`src/shared/sbc_defines.vh`:
```
// Constants for the system bus and clock configuration registers.
// Assumes inclusion by bare name from the design files.
`ifndef SBC_DEFINES_VH
`define SBC_DEFINES_VH

// Register addresses on the 24-bit CPU data space
`define SBC_ADDR_BUS_CE 24'h00ff00
`define SBC_ADDR_WAIT_CLK 24'h00ff01
`define SBC_ADDR_PRESCALE 24'h00ff10
`define SBC_ADDR_SRC_SEL 24'h00ff12

// Field positions, bus and chip-enable register
`define SBC_BUS_MODE_HI 7
`define SBC_BUS_MODE_LO 6
`define SBC_CE_SIZE_HI 5
`define SBC_CE_SIZE_LO 4
`define SBC_CE_EN_HI 2
`define SBC_CE_EN_LO 0

// Field positions, wait, clock and voltage register
`define SBC_WAIT_HI 5
`define SBC_WAIT_LO 4
`define SBC_CPU_CLK_SEL 3
`define SBC_FAST_OSC_ON 2
`define SBC_LEVEL_HI 1
`define SBC_LEVEL_LO 0

// Field positions, timer prescaler register
`define SBC_T1_GATE 7
`define SBC_T1_RATIO_HI 6
`define SBC_T1_RATIO_LO 4
`define SBC_T0_GATE 3
`define SBC_T0_RATIO_HI 2
`define SBC_T0_RATIO_LO 0

// Field positions, prescaler source register
`define SBC_T1_SRC 1
`define SBC_T0_SRC 0

// Reset values
`define SBC_BUS_MODE_OPT 2'h1
`define SBC_CE_SIZE_RST 2'h3
`define SBC_CE_EN_RST 3'h7
`define SBC_WAIT_RST 2'h0
`define SBC_CPU_CLK_RST 1'h0
`define SBC_FAST_OSC_RST 1'h0
`define SBC_LEVEL_RST 2'h0
`define SBC_GATE_RST 1'h0
`define SBC_RATIO_RST 3'h0
`define SBC_SRC_RST 1'h0

// Bus mode encodings
`define SBC_BUS_4M_MAX 2'h3
`define SBC_BUS_4M_MIN 2'h2
`define SBC_BUS_64K 2'h1
`define SBC_BUS_OPTION 2'h0

`endif

```
`src/sbc_prescaler.v`:
```
// One timer prescaler channel: gated, selectable-source clock divider.
// Assumes both oscillator ticks are one-cycle enables on core_clk.
`timescale 1ns/1ps
`default_nettype none

module sbc_prescaler
(
  // Clock and reset
  input wire core_clk,
  input wire sys_rst,
  // Oscillator ticks
  input wire fast_osc_tick,
  input wire slow_osc_tick,
  // Settings
  input wire clock_gate,
  input wire source_select,
  input wire [2:0] ratio,
  // Divided tick to the timer
  output reg timer_tick
);

  // Terminal count, divisor minus one, per source and ratio code
  function [11:0] ratio_last;
    input src_slow;
    input [2:0] code;
    begin
      if (src_slow)
      begin
        ratio_last = (12'h001 << code) - 12'h001;
      end
      else
      begin
        case (code)
          3'h7: ratio_last = 12'hfff;
          3'h6: ratio_last = 12'h3ff;
          3'h5: ratio_last = 12'h0ff;
          3'h4: ratio_last = 12'h07f;
          3'h3: ratio_last = 12'h03f;
          3'h2: ratio_last = 12'h01f;
          3'h1: ratio_last = 12'h007;
          default: ratio_last = 12'h001;
        endcase
      end
    end
  endfunction

  wire src_tick; // Tick of the chosen source
  wire [11:0] last; // Current terminal count
  reg [11:0] div_cnt; // Source ticks seen

  assign src_tick = source_select ? slow_osc_tick : fast_osc_tick;
  assign last = ratio_last(source_select, ratio);

  // Divider; held cleared while gated off so restart is clean
  always @(posedge core_clk or posedge sys_rst)
  begin
    if (sys_rst)
    begin
      div_cnt <= 12'h000;
      timer_tick <= 1'b0;
    end
    else if (!clock_gate)
    begin
      // Blocked clock
      div_cnt <= 12'h000;
      timer_tick <= 1'b0;
    end
    else if (src_tick)
    begin
      // Count; ratio change mid-count takes effect at next compare
      if (div_cnt >= last)
      begin
        div_cnt <= 12'h000;
        timer_tick <= 1'b1;
      end
      else
      begin
        div_cnt <= div_cnt + 12'h001;
        timer_tick <= 1'b0;
      end
    end
    else
    begin
      timer_tick <= 1'b0;
    end
  end

endmodule
`default_nettype wire

```
`src/sbc_sysconf.v`:
```
// System configuration registers: bus mode, chip enables, wait states,
// CPU clock, oscillator, supply level and timer prescalers.
// Assumes a synchronous CPU data port on core_clk and oscillator ticks
// already on core_clk as one-cycle enables.
`timescale 1ns/1ps
`default_nettype none
`include "sbc_defines.vh"

module sbc_sysconf
#(
  parameter [1:0] BUS_MODE_OPTION = `SBC_BUS_MODE_OPT
)
(
  // Clock and reset
  input wire core_clk,
  input wire sys_rst,
  // CPU data port
  input wire [23:0] cpu_addr,
  input wire cpu_wr,
  input wire cpu_rd,
  input wire [7:0] cpu_wdata,
  output reg [7:0] cpu_rdata,
  // Interrupt hold
  output wire int_mask_hold,
  // Bus configuration
  output wire [1:0] bus_mode,
  output wire [1:0] enable_size_mode,
  output wire [2:0] select_lines_used,
  // Chip-enable and port sharing on three pins
  input wire [2:0] select_line_n,
  input wire [2:0] port_bit,
  output wire [2:0] shared_pin,
  // External access wait
  input wire ext_access_start,
  output wire bus_wait,
  // Clock and supply
  output wire cpu_clock_select,
  output wire fast_oscillator,
  output wire [1:0] supply_level,
  // Prescaler
  input wire fast_osc_tick,
  input wire slow_osc_tick,
  output wire timer0_tick,
  output wire timer1_tick
);

  // Field storage
  reg [1:0] bus_mode_fld; // Bus mode as written
  reg [1:0] ce_size; // Chip-enable size mode
  reg [2:0] ce_en; // Per-line chip-enable routing
  reg [1:0] wait_count; // Wait states for external access
  reg clk_sel; // CPU clock source
  reg osc_on; // Fast oscillator run
  reg [1:0] level; // Supply level code
  reg t1_gate; // Timer 1 clock gate
  reg [2:0] t1_ratio; // Timer 1 ratio
  reg t0_gate; // Timer 0 clock gate
  reg [2:0] t0_ratio; // Timer 0 ratio
  reg timer1_source_select; // Timer 1 source, high is slow
  reg timer0_source_select; // Timer 0 source, high is slow
  reg wrote_bus; // Bus register written since reset
  reg wrote_clk; // Clock register written since reset
  reg [1:0] wait_left; // Wait cycles still to insert

  // Decodes
  wire hit_bus; // Address match, bus register
  wire hit_clk; // Address match, clock register
  wire hit_pre; // Address match, prescaler register
  wire hit_src; // Address match, source select register
  wire [1:0] eff_mode; // Mode after option substitution
  reg [7:0] next_rdata; // Read mux

  assign hit_bus = (cpu_addr == `SBC_ADDR_BUS_CE);
  assign hit_clk = (cpu_addr == `SBC_ADDR_WAIT_CLK);
  assign hit_pre = (cpu_addr == `SBC_ADDR_PRESCALE);
  // Source select sits two bytes above the prescaler register
  assign hit_src = (cpu_addr == `SBC_ADDR_SRC_SEL);

  // Register writes; unused bit positions are simply never stored
  always @(posedge core_clk or posedge sys_rst)
  begin
    if (sys_rst)
    begin
      bus_mode_fld <= BUS_MODE_OPTION;
      ce_size <= `SBC_CE_SIZE_RST;
      ce_en <= `SBC_CE_EN_RST;
      wait_count <= `SBC_WAIT_RST;
      clk_sel <= `SBC_CPU_CLK_RST;
      osc_on <= `SBC_FAST_OSC_RST;
      level <= `SBC_LEVEL_RST;
      t1_gate <= `SBC_GATE_RST;
      t1_ratio <= `SBC_RATIO_RST;
      t0_gate <= `SBC_GATE_RST;
      t0_ratio <= `SBC_RATIO_RST;
      timer1_source_select <= `SBC_SRC_RST;
      timer0_source_select <= `SBC_SRC_RST;
    end
    else if (cpu_wr)
    begin
      if (hit_bus)
      begin
        // Bit 3 discarded
        bus_mode_fld <= cpu_wdata[`SBC_BUS_MODE_HI:`SBC_BUS_MODE_LO];
        ce_size <= cpu_wdata[`SBC_CE_SIZE_HI:`SBC_CE_SIZE_LO];
        ce_en <= cpu_wdata[`SBC_CE_EN_HI:`SBC_CE_EN_LO];
      end
      if (hit_clk)
      begin
        // Bits 7 and 6 discarded
        wait_count <= cpu_wdata[`SBC_WAIT_HI:`SBC_WAIT_LO];
        clk_sel <= cpu_wdata[`SBC_CPU_CLK_SEL];
        osc_on <= cpu_wdata[`SBC_FAST_OSC_ON];
        level <= cpu_wdata[`SBC_LEVEL_HI:`SBC_LEVEL_LO];
      end
      if (hit_pre)
      begin
        t1_gate <= cpu_wdata[`SBC_T1_GATE];
        t1_ratio <= cpu_wdata[`SBC_T1_RATIO_HI:`SBC_T1_RATIO_LO];
        t0_gate <= cpu_wdata[`SBC_T0_GATE];
        t0_ratio <= cpu_wdata[`SBC_T0_RATIO_HI:`SBC_T0_RATIO_LO];
      end
      if (hit_src)
      begin
        timer1_source_select <= cpu_wdata[`SBC_T1_SRC];
        timer0_source_select <= cpu_wdata[`SBC_T0_SRC];
      end
    end
  end

  // Write-seen flags; they only ever set, reset alone clears them
  always @(posedge core_clk or posedge sys_rst)
  begin
    if (sys_rst)
    begin
      wrote_bus <= 1'b0;
      wrote_clk <= 1'b0;
    end
    else
    begin
      if (cpu_wr && hit_bus)
      begin
        wrote_bus <= 1'b1;
      end
      if (cpu_wr && hit_clk)
      begin
        wrote_clk <= 1'b1;
      end
    end
  end

  // Hold covers NMI too; the interrupt unit must honour it
  assign int_mask_hold = ~(wrote_bus & wrote_clk);

  // Read mux; gaps and unmapped addresses read zero
  always @*
  begin
    next_rdata = 8'h00;
    if (hit_bus)
    begin
      next_rdata = {bus_mode_fld, ce_size, 1'b0, ce_en};
    end
    else if (hit_clk)
    begin
      next_rdata = {2'h0, wait_count, clk_sel, osc_on, level};
    end
    else if (hit_pre)
    begin
      next_rdata = {t1_gate, t1_ratio, t0_gate, t0_ratio};
    end
    else if (hit_src)
    begin
      next_rdata = {6'h00, timer1_source_select, timer0_source_select};
    end
  end

  // Read data registered, valid the cycle after cpu_rd
  always @(posedge core_clk or posedge sys_rst)
  begin
    if (sys_rst)
    begin
      cpu_rdata <= 8'h00;
    end
    else if (cpu_rd)
    begin
      cpu_rdata <= next_rdata;
    end
  end

  // Field 00 means the option default takes effect
  assign eff_mode = (bus_mode_fld == `SBC_BUS_OPTION) ?
                    BUS_MODE_OPTION : bus_mode_fld;
  assign bus_mode = eff_mode;
  assign enable_size_mode = ce_size;

  // Lines the size mode uses; outside 64K mode none are decoded here
  assign select_lines_used =
    (eff_mode != `SBC_BUS_64K) ? 3'h0 :
    (ce_size == 2'h3) ? 3'h1 :
    (ce_size == 2'h2) ? 3'h3 : 3'h7;

  // Shared pins: chip enable when routed, else plain port bit
  assign shared_pin = (ce_en & select_line_n) |
                      (~ce_en & port_bit);

  // Wait inserter; a new start restarts the count
  always @(posedge core_clk or posedge sys_rst)
  begin
    if (sys_rst)
    begin
      wait_left <= 2'h0;
    end
    else if (ext_access_start)
    begin
      wait_left <= wait_count;
    end
    else if (wait_left != 2'h0)
    begin
      wait_left <= wait_left - 2'h1;
    end
  end

  // Wait seen by the CPU while cycles remain
  assign bus_wait = (wait_left != 2'h0);

  // Clock and supply controls
  assign cpu_clock_select = clk_sel;
  assign fast_oscillator = osc_on;
  assign supply_level = level;

  // Timer 0 prescaler channel
  sbc_prescaler u_pre0
  (
    .core_clk(core_clk),
    .sys_rst(sys_rst),
    .fast_osc_tick(fast_osc_tick),
    .slow_osc_tick(slow_osc_tick),
    .clock_gate(t0_gate),
    .source_select(timer0_source_select),
    .ratio(t0_ratio),
    .timer_tick(timer0_tick)
  );

  // Timer 1 prescaler channel
  sbc_prescaler u_pre1
  (
    .core_clk(core_clk),
    .sys_rst(sys_rst),
    .fast_osc_tick(fast_osc_tick),
    .slow_osc_tick(slow_osc_tick),
    .clock_gate(t1_gate),
    .source_select(timer1_source_select),
    .ratio(t1_ratio),
    .timer_tick(timer1_tick)
  );

endmodule
`default_nettype wire

```
`config.mk`:
```
export PLATFORM = sky130hd
export DESIGN_NAME = sbc_sysconf
export DESIGN_NICKNAME = d
export VERILOG_FILES = /design/src/sbc_prescaler.v /design/src/sbc_sysconf.v
export VERILOG_INCLUDE_DIRS = /design/src /design/src/shared
export SDC_FILE = /design/constraint.sdc
export NUM_CORES = 1
export LEC_CHECK = 0
export ABC_AREA = 1
export ABC_CLOCK_PERIOD_IN_PS = 3800
export BUFFER_PORTS_ARGS = -buffer_cell sky130_fd_sc_hd__buf_2
export CAP_MARGIN = 40
export CORE_ASPECT_RATIO = 1.5
export CORE_UTILIZATION = 24
export CTS_CLUSTER_DIAMETER = 150
export CTS_CLUSTER_SIZE = 25
export DETAILED_ROUTE_END_ITERATION = 10
export PLACE_DENSITY_LB_ADDON = 0.05
export SETUP_SLACK_MARGIN = 0.5
export SYNTH_ARGS = -nofsm -noshare
export SYNTH_HDL_FRONTEND = slang
export SYNTH_HIERARCHICAL = 1
export SYNTH_SLANG_ARGS = --single-unit
```
`constraint.sdc`:
```
create_clock -name core_clk -period 3.8 [get_ports core_clk]
set_clock_uncertainty 0.1 [all_clocks]
set_input_delay 0.19 -clock core_clk [delete_from_list [all_inputs] [get_ports core_clk]]
set_output_delay 0.19 -clock core_clk [all_outputs]
set_load 0.01 [all_outputs]
```
## Word-level counts from Yosys, hierarchy flattened

Cells that the tools add are included.

| operators by class | value |
|---|---|
| magnitude comparators | 2 |
| add/subtract/negate cells | 5 |
| muxes and demuxes | 28 |
| equality and inequality tests | 23 |
| bitwise logic cells | 6 |
| shift-type cells | 2 |
| reductions and logical operators | 9 |

Operator list:

| kind | number |
|---|---|
| $pmux W12 S7 | 2 |
| $eq A24 B16 Y1 const B | 4 |
| $mux W12 | 8 |
| $add A12 B1 Y12 const B | 2 |
| $eq A3 B3 Y1 const B | 8 |
| $ge A12 B12 Y1 | 2 |
| $mux W8 | 3 |
| $shl A1 B3 Y12 const A | 2 |
| $sub A12 B1 Y12 const B | 2 |
| $eq A3 B2 Y1 const B | 4 |
| $mux W3 | 3 |
| $mux W1 | 8 |
| $mux W2 | 4 |
| $reduce_and A2 Y1 | 4 |
| $and A3 B3 Y3 | 2 |
| $eq A3 B1 Y1 const B | 2 |
| $ne A2 B1 Y1 const B | 3 |
| $eq A2 B2 Y1 const B | 2 |
| $reduce_bool A2 Y1 | 2 |
| $not A3 Y3 | 1 |
| $or A3 B3 Y3 | 1 |
| $logic_and A1 B1 Y1 | 2 |
| $logic_not A2 Y1 | 1 |
| $sub A2 B1 Y2 const B | 1 |
| 2 further kinds | 2 |

| storage, ports and cells | value |
|---|---|
| word-level logic and storage cells | 96 |
| flip-flop bits (word level) | 61 |
| bits of input ports | 45 |

## Longest topological paths before layout

Gate-level depths: netlist of run 1.

| depth | value |
|---|---|
| depth in word-level cells | 7 |
| gate-level depth with buffers | 19 |
| gate-level depth less buffers | 18 |

## By module

The synthesis of run 1 kept the hierarchy.

Modules (own cells, without submodules):

| module | times used | seq. area each (um^2) | area each (um^2) | cells an instance |
|---|---|---|---|---|
| sbc_sysconf | 1 | 883.3 | 1899.3 | 240 |
| sbc_prescaler (u_pre0) | 1 | 325.3 | 1313.8 | 188 |
| sbc_prescaler (u_pre1) | 1 | 325.3 | 1310.0 | 183 |

## Worst setup path before layout of run 1

No wires, ideal clock.

| timing | value |
|---|---|
| kind | register -> register |
| start | reg t0_ratio[1] |
| end | reg u_pre0.div_cnt[10] |
| slack | 1346 ps |
| stages on the path, launching flop included | 18 |
| arrival | 2225 ps |
| cells stage by stage | dfrtp_1 clkbuf_2 nor2_1 nand2_1 ha_1 inv_1 a21oi_1 inv_1 nor3_1 a21oi_1 ha_1 nand2_1 nor2_1 inv_1 nor2_1 nand2_1 nand3_2 a21oi_1 |

| between the ends | value |
|---|---|
| cells in the longest elaborated chain, start to end | 7 |
| elaborated cells on any way between the ends | 15 |
| classes of those cells | add/sub: 1; order compare: 1; eq/ne: 7; shift: 1; mux: 5 |

Ends and longest elaborated chain:

| item | line | RTL |
|---|---|---|
| start: declaration | sbc_sysconf.v:58 | `reg [2:0] t0_ratio;` |
| start signal: assignment | sbc_sysconf.v:94 | `` t0_ratio <= `SBC_RATIO_RST; `` |
| start signal: assignment | sbc_sysconf.v:120 | `` t0_ratio <= cpu_wdata[`SBC_T0_RATIO_HI:`SBC_T0_RATIO_LO]; `` |
| $shl A1 B3 Y12, or another cell as far along | sbc_prescaler.v:29 | `ratio_last = (12'h001 << code) - 12'h001;` |
| $sub A12 B1 Y12 or $pmux W12 S7 (tied branches) | sbc_prescaler.v:29, sbc_prescaler.v:33 |  |
| $mux W12 (*) | sbc_prescaler.v:27 | `if (src_slow)` |
| $ge A12 B12 Y1 (*) | sbc_prescaler.v:71 | `if (div_cnt >= last)` |
| $mux W12 (*) | sbc_prescaler.v:71 |  |
| $mux W12 (*) | sbc_prescaler.v:68 | `else if (src_tick)` |
| $mux W12 (*) | sbc_prescaler.v:62 | `else if (!clock_gate)` |
| end signal: assignment | sbc_prescaler.v:78 | `div_cnt <= div_cnt + 12'h001;` |
| end: declaration | sbc_prescaler.v:49 | `reg [11:0] div_cnt;` |

Mark *: on every way between the ends. The rest lies on a longest branch, timed or not. The select of a mux whose other input is x is not followed.
A chain may end at the register's enable or synchronous reset.

## Final worst setup path of run 1

| timing | value |
|---|---|
| start | reg t0_ratio[2] |
| end | reg u_pre0.div_cnt[4] |

The elaborated chain is that of the path after synthesis.

==> results of run 1 <==
-- layer usage --
layer  vias to the layer above  routed length (um)  track usage [%]  part of all wire [%]
met3                        10                 282             1.92                   2.4
met2                        59                6190             25.1                    52
li1                       2118                   -                -                     -
met1                      1811                5220             15.5                    44
met5                         -                   0                0                     0
met4                         0                 170             4.23                   1.4
-- worst paths after layout --
kind | start | depth (start not counted) | slack [ns] | to
worst min-delay path | cpu_wdata[3] | 3 | 0.03 | cpu_clock_select
max in group asynchronous | sys_rst | 4 | 2.79 | ce_en[2]
worst max-delay path | t0_ratio[2] | 16 | 1.03 | u_pre0/div_cnt[4]
worst max register to register | t0_ratio[2] | 16 | 1.03 | u_pre0/div_cnt[4]
worst min register to register | wrote_bus | 1 | 0.37 | wrote_bus
min in group asynchronous | sys_rst | 3 | 0.38 | u_pre0/timer_tick
-- report_power, final --
group,internal [W],switching [W],total (W)
clock network,0.000517,0.000333,0.000850
logic,0.0000416,0.0000642,0.000106
registers,0.000658,0.00000346,0.000661
-- worst register-to-register path, stage by stage (launching register included) --
cell	delay (ns)
sky130_fd_sc_hd__dfrtp_1	0.50
sky130_fd_sc_hd__inv_2	0.11
sky130_fd_sc_hd__nand2_1	0.10
sky130_fd_sc_hd__ha_1	0.19
sky130_fd_sc_hd__inv_1	0.08
sky130_fd_sc_hd__a21oi_1	0.14
sky130_fd_sc_hd__inv_1	0.07
sky130_fd_sc_hd__nor3_1	0.20
sky130_fd_sc_hd__a21oi_1	0.08
sky130_fd_sc_hd__ha_1	0.29
sky130_fd_sc_hd__nand2_1	0.06
sky130_fd_sc_hd__nor2_1	0.17
sky130_fd_sc_hd__inv_1	0.06
sky130_fd_sc_hd__nor2_1	0.10
sky130_fd_sc_hd__nand2_1	0.09
sky130_fd_sc_hd__nand3_2	0.22
sky130_fd_sc_hd__a21oi_1	0.11
-- layout make-up --
type                       count  area (sq um)
fill                        2101         13000
multi-input combinational    444          2530
sequential                    61          1530
timing repair buffer          76           408
inverter                      95           364
tap                          252           315
clock buffer                   9           225
clock inverter                 7          81.3
-- metrics by stage --
| step | utilization (%) | worst slack [ns] |
|---|---|---|
| final | 29.6 | 1.03 |
| after global placement | 27.6 | 1.09 |
| after detailed placement | 27.6 | 1.03 |
| after CTS | 29.6 | 1.02 |
| after floorplan | - | 1.35 |
| after global routing | 29.6 | 0.687 |
-- logic make-up (layout without fill, tap and decap cells) --
logic type | after synthesis | in the layout
AO/OA/AOI/OAI | 96 | 96
XOR/XNOR | 9 | 9
adder cells (fa/ha/maj) | 29 | 29
buffers and inverters | 106 | 187
flip-flops | 61 | 61
multiplexers | 1 | 1
AND/OR/NAND/NOR | 309 | 309
-- sequential cells by signal, indices dropped and copies added (netlist names), 2 cells and up --
name and cells:
u_pre0/div_cnt 12, u_pre1/div_cnt 12, cpu_rdata 8, ce_en 3
t0_ratio 3, t1_ratio 3, bus_mode_fld 2, enable_size_mode 2
supply_level 2, wait_count 2, wait_left 2
-- layout by cell type (no fill, tap or decap), types with 12 or more instances in the layout --
cell type,Yosys,layout
sky130_fd_sc_hd__o21ai_0,20,20
sky130_fd_sc_hd__nand3_1,28,28
sky130_fd_sc_hd__dfrtp_1,55,55
sky130_fd_sc_hd__o21ai_2,12,12
sky130_fd_sc_hd__o21ai_1,12,12
sky130_fd_sc_hd__a21oi_1,25,25
sky130_fd_sc_hd__nand4_1,16,16
sky130_fd_sc_hd__buf_2,2,70
sky130_fd_sc_hd__nor2_1,45,45
sky130_fd_sc_hd__inv_1,83,83
sky130_fd_sc_hd__ha_1,29,29
sky130_fd_sc_hd__nand2_1,178,178
sky130_fd_sc_hd__a21oi_2,14,14
-- repair_timing --
action                                 CTS  global route
endpoints found under the hold margin   59             0
hold buffers                             5             0
resized for setup                        0             0
==> results.py, run 1 <==
metrics = {
    "logic_synthesis": {
        "synth.cell_area_sq_um": 4520,
        "asyncSetResetFlopFracSynth_pct": 100,
        "synth.lib_cells_used.distinct": 44,
        "synth.area.mux_share_pct": 0.249,
        "synthSimpleGateAreaFrac_pct": 32.5,
        "yosys.area_share.adder_pct": 8.02,
        "yosys_register_bits": 61,
        "post_synthesis_compound_gate_area_fraction_pct": 13.6,
        "synth_top_cell_by_area": "sky130_fd_sc_hd__dfrtp_1",
        "synth_edf_count": 0,
        "yosysTopAreaCellShare_pct": 30.4,
        "synth_cells": 611,
        "ys_top_cells_by_count": "sky130_fd_sc_hd__nand2_1, sky130_fd_sc_hd__inv_1, sky130_fd_sc_hd__dfrtp_1",
        "postSynth.topFlopCell": "sky130_fd_sc_hd__dfrtp_1",
        "synthXorXnorAreaFrac_pct": 1.74,
        "synth.avg_cell_area_sq_um": 7.40,
        "synthMostInstantiatedCell": "sky130_fd_sc_hd__nand2_1",
        "synth.area.top_cells": "sky130_fd_sc_hd__dfrtp_1, sky130_fd_sc_hd__nand2_1, sky130_fd_sc_hd__ha_1",
        "synth.net_count": 685,
        "yosysWarnings": 6,
        "synth_top_family_by_area": "simple AND/OR/NAND/NOR gates",
        "yosysSeqAreaShare_pct": 33.9,
    },
    "finish": {
        "number_of_antenna_diodes": 0,
        "postLayoutCellArea_sq_um": 5460,
        "final-instance-count-excl-fill": 944,
        "final_net_count": 761,
        "final_layout_size_suffix_gt1_share_pct": 25.0,
        "area.growth.synth_to_final_pct": 20.8,
    },
    "critical_path": {
        "crit_fanout": 9,
        "cp_cell_sequence": "inv_2 -> nand2_1 -> ha_1 -> inv_1 -> a21oi_1 -> inv_1 -> nor3_1 -> a21oi_1 -> ha_1 -> nand2_1 -> nor2_1 -> inv_1 -> nor2_1 -> nand2_1 -> nand3_2 -> a21oi_1",
        "critPathLaunchType": "flip-flop",
        "critical_path.slowest_cell": "sky130_fd_sc_hd__dfrtp_1",
        "critical-path-top-delay-family": "simple AND/OR/NAND/NOR gates",
        "crit_type": "flip-flop to flip-flop",
        "cp_data_arrival_time_ns": 2.88,
        "worst-endpoint-required_ns": 3.91,
        "critical_path_buf_inv_count": 4,
        "timing.critical_path.slowest_cell_delay_ns": 0.50,
        "critPathCaptureType": "flip-flop",
    },
    "cts": {
        "tritoncts_clock_tree": "built",
        "clock-root-buffer": "sky130_fd_sc_hd__clkbuf_16",
        "cts_setup_buffers": 0,
        "cts.reportedPaths.clkPinSlew_ns": 0.06,
        "cts_sinks": 61,
        "worst_skew_pair.late_latency_ns": 0.33,
        "cts_buffers": 9,
        "cts_htree_levels": 3,
        "clock_tree.buffer_depth": 2,
    },
    "placement": {
        "placed_cells": 923,
        "detailed_place_hpwl_um": 9650,
        "port-buffer-count": 70,
        "place_area_sq_um": 5110,
        "place_congestion": 0.736,
    },
    "routing": {
        "count_of_nets_left_with_antenna_violations_after_detail_routing": 0,
        "vias": 3998,
        "detail_route.iter0.violations": 125,
        "wl_per_cell_um": 12.6,
        "number_of_drc_violations_after_detailed_routing": 0,
        "viasPerCell": 4.24,
        "routed_wl_um": 11900,
        "drt_pass1_iterations": 4,
    },
    "global_route": {
        "antenna_violations_before_repair": 0,
        "number_of_global_route_vias_before_repair": 4066,
        "largest_net_degree_at_the_start_of_global_routing": 36,
        "grtUsageTotal_pct": 13.4,
        "globalRouteOverflowTotal": 0,
        "wire_length_of_the_first_global_routing_pass_um": 20000,
    },
    "timing": {
        "setup-tns-final_ns": 0,
        "tmin_final_ns": 2.77,
        "finalSetupViolations": 0,
        "hold_violations": 0,
        "final_max_slew_viols": 0,
        "fin_crit_share_pct": 73.0,
        "fin_worst_hold_slack_ns": 0.0335,
        "grt_setup_unrepaired": "no",
        "timing.slew.headroom_pct": 59.3,
        "maxClockFrequency_mhz": 360,
        "tightestPinTransition_ns": 0.609,
    },
    "run": {
        "maxCapViolCount": 0,
    },
    "floorplan": {
        "coreArea_sq_um": 18500,
        "dieWidth_um": 114,
        "die_h_um": 170,
        "num_rows": 61,
        "die-area_sq_um": 19400,
        "io_pins": 71,
        "floorplan.initialDensity_pct": 24.5,
    },
    "pwr": {
        "leakagePower_nw": 2.69,
        "total_power_after_layout_w": 0.00162,
        "irDropWorstVdd_mv": 0.154,
        "cellPowerDensity_nw_per_um2": 296,
    },
    "status": {
        "run_status": "completed",
    },
    "min_path": {
        "worst_hold_path_type": "input port to flip-flop",
    },
}
(Power assumes the default switching activity.)
==> inputs of run 2 (changes only) <==
--- a/config.mk
+++ b/config.mk
@@ -6,8 +6,8 @@
 export SDC_FILE = /design/constraint.sdc
 export NUM_CORES = 1
 export LEC_CHECK = 0
-export ABC_AREA = 1
-export ABC_CLOCK_PERIOD_IN_PS = 3800
+export ABC_AREA = 0
+export ABC_CLOCK_PERIOD_IN_PS = 2500
 export BUFFER_PORTS_ARGS = -buffer_cell sky130_fd_sc_hd__buf_2
 export CAP_MARGIN = 40
 export CORE_ASPECT_RATIO = 1.5
==> constraint.sdc (replaced) <==
create_clock -name core_clk -period 2.5 [get_ports core_clk]
set_clock_uncertainty 0.1 [all_clocks]
set_input_delay 0.125 -clock core_clk [delete_from_list [all_inputs] [get_ports core_clk]]
set_output_delay 0.125 -clock core_clk [all_outputs]
set_load 0.01 [all_outputs]
==> results.py, run 2 <==
metrics = {
    "floorplan": {
        "dieWidth_um": 108,
        "io_pins": 71,
        "die_h_um": 160,
        "num_rows": 57,
        "coreArea_sq_um": 16300,
        "floorplan.initialDensity_pct": 24.7,
        "die-area_sq_um": 17300,
    },
    "placement": {
        "place_congestion": 0.757,
        "port-buffer-count": 70,
        "place_area_sq_um": 4890,
        "detailed_place_hpwl_um": 8720,
    },
    "global_route": {
        "met3_usage_pct": 2.60,
        "grt_util_met1_pct": 16.7,
        "wire_length_of_the_first_global_routing_pass_um": 18300,
        "globalRouteOverflowTotal": 0,
        "grtUsageTotal_pct": 13.7,
        "globalRouteMet2Util_pct": 23.7,
        "grt-busiest-layer": "met2",
        "antenna_violations_before_repair": 0,
        "number_of_global_route_vias_before_repair": 3501,
        "largest_net_degree_at_the_start_of_global_routing": 36,
    },
    "min_path": {
        "end_point_of_the_worst_hold_path": "t0_ratio[0]",
        "worst_hold_path_type": "input port to flip-flop",
        "hold_path.startpoint": "cpu_wdata[0]",
        "holdPathStages": 2,
    },
    "logic_synthesis": {
        "ys_top_cells_by_count": "sky130_fd_sc_hd__dfrtp_1, sky130_fd_sc_hd__nand2_1, sky130_fd_sc_hd__nor2_1",
        "synth.avg_cell_area_sq_um": 9.37,
        "synth.area.top_cells": "sky130_fd_sc_hd__dfrtp_1, sky130_fd_sc_hd__ha_1, sky130_fd_sc_hd__mux2_2",
        "postSynth.topFlopCell": "sky130_fd_sc_hd__dfrtp_1",
        "synthMostInstantiatedCell": "sky130_fd_sc_hd__dfrtp_1",
        "synth.net_count": 503,
        "synth_cells": 429,
        "synth_top_cell_by_area": "sky130_fd_sc_hd__dfrtp_1",
        "asyncSetResetFlopFracSynth_pct": 100,
        "yosysTopAreaCellShare_pct": 34.3,
        "synth_edf_count": 0,
        "yosysWarnings": 6,
        "yosys_register_bits": 61,
        "synth.lib_cells_used.distinct": 52,
        "synth.cell_area_sq_um": 4020,
        "yosysSeqAreaShare_pct": 38.2,
    },
    "timing": {
        "fin_worst_hold_slack_ns": 0.0158,
        "fin_crit_share_pct": 110,
        "finalSetupViolations": 26,
        "setup-tns-final_ns": -5.19,
        "hold_violations": 0,
        "timing.slew.headroom_pct": 63.2,
        "maxClockFrequency_mhz": 362,
        "final_max_slew_viols": 0,
        "tmin_final_ns": 2.76,
        "setup_slack_ns": -0.261,
        "tightestPinTransition_ns": 0.552,
        "grt_setup_unrepaired": "yes",
    },
    "critical_path": {
        "critPathLaunchType": "flip-flop",
        "worst-endpoint-required_ns": 2.60,
        "crit_type": "flip-flop to flip-flop",
        "critical_path.reg2reg.endpoint": "u_pre1/div_cnt[9]",
        "cp_data_arrival_time_ns": 2.86,
        "reg2reg_from": "t1_ratio[0]",
        "crit_fanout": 8,
        "r2r.worst_path.cells": 11,
        "critPathCaptureType": "flip-flop",
        "regToRegSetupSlack_ns": -0.26,
    },
    "cts": {
        "clock_tree.buffer_depth": 2,
        "cts_buffers": 9,
        "cts_htree_levels": 3,
        "cts_sinks": 61,
        "worst_skew_pair.late_latency_ns": 0.33,
        "cts.reportedPaths.clkPinSlew_ns": 0.06,
        "clock-root-buffer": "sky130_fd_sc_hd__clkbuf_16",
        "tritoncts_clock_tree": "built",
    },
    "finish": {
        "layout.cells.most_common": "sky130_fd_sc_hd__buf_2",
        "final_core_occ_pct": 34.7,
        "final_layout_size_suffix_gt1_share_pct": 41.4,
        "postLayoutCellArea_sq_um": 5650,
        "number_of_antenna_diodes": 0,
        "layout_top_registers": "u_pre0/div_cnt (12), u_pre1/div_cnt (12), cpu_rdata (8)",
        "final_net_count": 622,
        "area.growth.synth_to_final_pct": 40.6,
        "mostFrequentLayoutCells": "sky130_fd_sc_hd__buf_2, sky130_fd_sc_hd__dfrtp_1, sky130_fd_sc_hd__nand2_1",
        "num-fill-cells": 1728,
    },
    "pwr": {
        "total_power_after_layout_w": 0.00266,
        "cellPowerDensity_nw_per_um2": 470,
        "leakagePower_nw": 2.51,
        "irDropWorstVdd_mv": 0.301,
    },
    "routing": {
        "wl_per_cell_um": 14.8,
        "count_of_nets_left_with_antenna_violations_after_detail_routing": 0,
        "vias": 3569,
        "detail_route.iter0.violations": 72,
        "routed_wl_um": 11300,
        "viasPerCell": 4.70,
        "number_of_drc_violations_after_detailed_routing": 0,
        "drt_pass1_iterations": 4,
    },
    "status": {
        "violated_checks": "negative setup slack",
        "run_status": "finished with violations",
    },
    "run": {
        "maxCapViolCount": 0,
    },
}
run 2: cell types whose count changed in the layout (fill, tap and decap cells not counted), sizes merged, moves of 9 or more:
cell / previous run / this run
nor3: 2 / 12
nor2b: 0 / 10
inv: 97 / 18
buf: 71 / 111
xnor2: 1 / 10
mux2: 1 / 28
nand3: 36 / 15
a21oi: 39 / 29
nor2: 59 / 37
o21ai: 44 / 20
nand2: 193 / 52
run 2: per-stage QoR:
stage                     instances  setup slack [ns]
after CTS                       755            -0.308
after global placement          724            -0.287
after global routing            759            -0.391
after floorplan                 429            -0.193
after detailed placement        724            -0.358
final                           759            -0.261
run 2: worst max-delay path by stage:
stage | endpoint | start | cells after the start | slack (ns)
6_report | u_pre1/div_cnt[9] | t1_ratio[0] | 11 | -0.26
5_1_grt | u_pre1/div_cnt[5] | t1_ratio[0] | 11 | -0.39
4_1_cts | u_pre1/div_cnt[1] | t1_ratio[1] | 11 | -0.31
3_5_place_dp | u_pre1/div_cnt[10] | t1_ratio[1] | 11 | -0.36
3_3_place_gp | u_pre1/div_cnt[10] | t1_ratio[1] | 11 | -0.29
2_1_floorplan | u_pre0/div_cnt[10] | t0_ratio[0] | 12 | -0.19
run 2: cell type report:
class	count	area (sq um)	share of cell area, %
inverters	19	71.3	1.26
flip-flops and latches	61	1530	27.2
well taps	206	258	4.56
repair buffers	121	793	14.0
clock inverters	6	110	1.95
clock buffers	10	239	4.23
multi-input cells	336	2640	46.8
run 2: worst max-delay path, cell delays in order, from the launching register on:
cell	delay, ns
sky130_fd_sc_hd__dfrtp_1	0.37
sky130_fd_sc_hd__or3_4	0.40
sky130_fd_sc_hd__ha_4	0.20
sky130_fd_sc_hd__nand2_4	0.07
sky130_fd_sc_hd__xor2_1	0.06
sky130_fd_sc_hd__o31a_1	0.31
sky130_fd_sc_hd__ha_4	0.30
sky130_fd_sc_hd__nand2_2	0.05
sky130_fd_sc_hd__o21ai_2	0.18
sky130_fd_sc_hd__o2111ai_4	0.17
sky130_fd_sc_hd__a31oi_4	0.33
sky130_fd_sc_hd__nor2_1	0.08
run 2: layer usage:
metal / routed length, um / up-vias
li1: - / 1778
met1: 4800 / 1693
met2: 5840 / 87
met3: 447 / 11
met4: 179 / 0
met5: 0 / -
run 2: cell families after synthesis:
| logic type | share of synthesized area [%] |
|---|---|
| compound gates | 12.8 |
| xor+xnor | 4.14 |
| fa+ha+maj | 9.03 |
| buf+inv | 3.33 |
| flops | 38.2 |
| mux | 9.19 |
| simple gates | 23.3 |
run 2: power breakdown:
group / internal [W] / switching, W / leakage, nW / total, W
Combinational: 0.0000837 / 0.000104 / 1.52 / 0.000187
Clock: 0.000999 / 0.000463 / 0.165 / 0.00146
Sequential: 0.00100 / 0.00000649 / 0.828 / 0.00101
run 2: repair_timing:
item / in CTS / in global routing
setup buffers: 5 / 4
pin swaps: 23 / 34
endpoints found under the setup margin: 26 / 26
hold buffers: 10 / 0
cloned: 0 / 0
resized for setup: 22 / 35
endpoints found under the hold margin: 76 / 0
==> inputs of run 3 (changes only) <==
==> constraint.sdc (replaced) <==
create_clock -name core_clk -period 2.5 [get_ports core_clk]
set_clock_uncertainty 0.1 [all_clocks]
set_input_delay 0.5 -clock core_clk [delete_from_list [all_inputs] [get_ports core_clk]]
set_output_delay 0.5 -clock core_clk [all_outputs]
set_load 0.01 [all_outputs]
==> results.py, run 3 (synthesized netlist as in run 2, its figures left out) <==
metrics = {
    "critical_path": {
        "r2r.worst_path.cells": 11,
        "crit_fanout": 8,
        "reg2reg_from": "t0_ratio[0]",
        "crit_type": "flip-flop to flip-flop",
        "critPathCaptureType": "flip-flop",
        "regToRegSetupSlack_ns": -0.22,
        "cp_cell_sequence": "or3_4 -> ha_4 -> nand2_4 -> xor2_1 -> o31a_1 -> ha_4 -> nand2_2 -> o21ai_4 -> o2111ai_4 -> a31oi_4 -> nor2_1",
        "critical_path.reg2reg.endpoint": "u_pre0/div_cnt[10]",
        "timing.critical_path.slowest_cell_delay_ns": 0.41,
        "worst-endpoint-required_ns": 2.60,
        "critical_path.slowest_cell": "sky130_fd_sc_hd__or3_4",
        "crit_top_cell": "sky130_fd_sc_hd__ha_4",
        "critPathLaunchType": "flip-flop",
        "cp_data_arrival_time_ns": 2.82,
    },
    "finish": {
        "area.growth.synth_to_final_pct": 37.3,
        "number_of_antenna_diodes": 0,
        "layout.cells.most_common": "sky130_fd_sc_hd__buf_2",
        "multiInputGateArea_sq_um": 2680,
        "mostFrequentLayoutCells": "sky130_fd_sc_hd__buf_2, sky130_fd_sc_hd__dfrtp_1, sky130_fd_sc_hd__nand2_1",
        "layout_top_registers": "u_pre0/div_cnt (12), u_pre1/div_cnt (12), cpu_rdata (8)",
        "num-fill-cells": 1718,
        "seqCellArea_sq_um": 1530,
        "final_layout_size_suffix_gt1_share_pct": 40.5,
        "final_net_count": 610,
    },
    "global_route": {
        "largest_net_degree_at_the_start_of_global_routing": 36,
        "grtUsageTotal_pct": 14.3,
        "wire_length_of_the_first_global_routing_pass_um": 19100,
        "antenna_violations_before_repair": 0,
        "globalRouteOverflowTotal": 0,
        "number_of_global_route_vias_before_repair": 3769,
    },
    "routing": {
        "drt_pass1_iterations": 5,
        "count_of_nets_left_with_antenna_violations_after_detail_routing": 0,
        "wl_per_cell_um": 15.1,
        "vias": 3552,
        "detail_route.iter0.violations": 97,
        "viasPerCell": 4.76,
        "number_of_drc_violations_after_detailed_routing": 0,
        "routed_wl_um": 11300,
    },
    "placement": {
        "port-buffer-count": 70,
        "post-place-ws_ns": -0.320,
        "place_congestion": 0.772,
        "detailed_place_hpwl_um": 8850,
    },
    "timing": {
        "tightestPinTransition_ns": 0.516,
        "maxClockFrequency_mhz": 367,
        "setup_slack_ns": -0.224,
        "tmin_final_ns": 2.72,
        "finalSetupViolations": 26,
        "hold_violations": 0,
        "final_max_slew_viols": 0,
        "fin_crit_share_pct": 109,
        "grt_setup_unrepaired": "yes",
        "timing.slew.headroom_pct": 65.5,
    },
    "cts": {
        "cts_buffers": 9,
        "cts_sinks": 61,
        "tritoncts_clock_tree": "built",
        "post_cts_hold_buffer_count": 0,
        "cts.reportedPaths.clkPinSlew_ns": 0.05,
        "cts_htree_levels": 3,
        "clock_tree.buffer_depth": 2,
        "worst_skew_pair.late_latency_ns": 0.32,
        "clock-root-buffer": "sky130_fd_sc_hd__clkbuf_16",
    },
    "pwr": {
        "leakagePower_nw": 2.47,
        "irDropWorstVdd_mv": 0.270,
        "total_power_after_layout_w": 0.00236,
        "cellPowerDensity_nw_per_um2": 427,
    },
    "min_path": {
        "worst_hold_path_type": "input port to async pin",
    },
    "floorplan": {
        "coreArea_sq_um": 16300,
        "floorplan.initialDensity_pct": 24.7,
        "dieWidth_um": 108,
        "die_h_um": 160,
        "die-area_sq_um": 17300,
        "io_pins": 71,
        "num_rows": 57,
    },
    "status": {
        "run_status": "finished with violations",
        "violated_checks": "negative setup slack",
    },
    "run": {
        "maxCapViolCount": 0,
    },
}
run 3: cell types whose count changed in the layout (fill, tap and decap cells not counted), sizes merged:
cell,previous run,this run
dlygate4sd3,10,0
clkinvlp,2,1
buf,111,109
bufinv,3,0
clkbuf,10,12
clkinv,2,4
run 3: stage by stage:
stage | TNS (ns) | utilization (%) | hold slack [ns] | instances | area, sq um
after floorplan | -3.98 | - | 0.277 | 429 | 4150
after global placement | -5.61 | 30.3 | 0.349 | 724 | 4930
after detailed placement | -6.86 | 30.3 | 0.358 | 724 | 4930
after CTS | -4.98 | 33.2 | 0.153 | 746 | 5410
after global routing | -8.24 | 33.9 | 0.180 | 747 | 5520
final | -4.86 | 33.9 | 0.134 | 747 | 5520
run 3: area by class of cell:
type | count | share of cell area (%)
Tap cell | 206 | 4.67
Timing Repair Buffer | 109 | 12.6
Clock inverter | 4 | 0.408
Multi-Input combinational cell | 336 | 48.6
Sequential cell | 61 | 27.8
Clock buffer | 12 | 4.65
Inverter | 19 | 1.29
run 3: worst max path at each step:
stage | slack (ns) | cells after the start | from | to
floorplan | -0.19 | 12 | t0_ratio[0] | u_pre0/div_cnt[10]
global placement | -0.25 | 12 | t0_ratio[1] | u_pre0/div_cnt[1]
detailed placement | -0.32 | 11 | t1_ratio[1] | u_pre1/div_cnt[4]
CTS | -0.24 | 11 | t0_ratio[0] | u_pre0/div_cnt[6]
global route | -0.38 | 14 | t0_ratio[0] | u_pre0/div_cnt[8]
finish | -0.22 | 11 | t0_ratio[0] | u_pre0/div_cnt[10]
run 3: power by group:
part / internal, W / leakage, nW / total (W) / switching (W)
clock: 0.000720 / 0.138 / 0.00117 / 0.000451
combinational: 0.0000763 / 1.51 / 0.000180 / 0.000103
sequential: 0.00100 / 0.828 / 0.00101 / 0.00000691
total: 0.00180 / 2.47 / 0.00236 / 0.000562
run 3: per-layer routing:
| metal | global-route usage [%] | vias up | share of wire [%] |
|---|---|---|---|
| met1 | 16.6 | 1708 | 41 |
| met5 | 0 | - | 0 |
| li1 | - | 1751 | - |
| met2 | 25.3 | 79 | 52 |
| met3 | 2.48 | 14 | 4.0 |
| met4 | 6.04 | 0 | 2.1 |
run 3: what timing repair did:
action	in CTS	in global routing
gates resized for setup	30	23
pin swaps	30	18
setup buffers	6	1
setup endpoints to repair	26	32
run 3: critical path: cells and delay by family, from the launching register on:
| family | cells | cell delay, ns |
|---|---|---|
| and+or+nand+nor | 4 | 0.63 |
| DFF | 1 | 0.38 |
| xor gates and xnor gates | 1 | 0.06 |
| adders and majority gates | 2 | 0.51 |
| AOI/OAI and AO/OA | 4 | 0.94 |
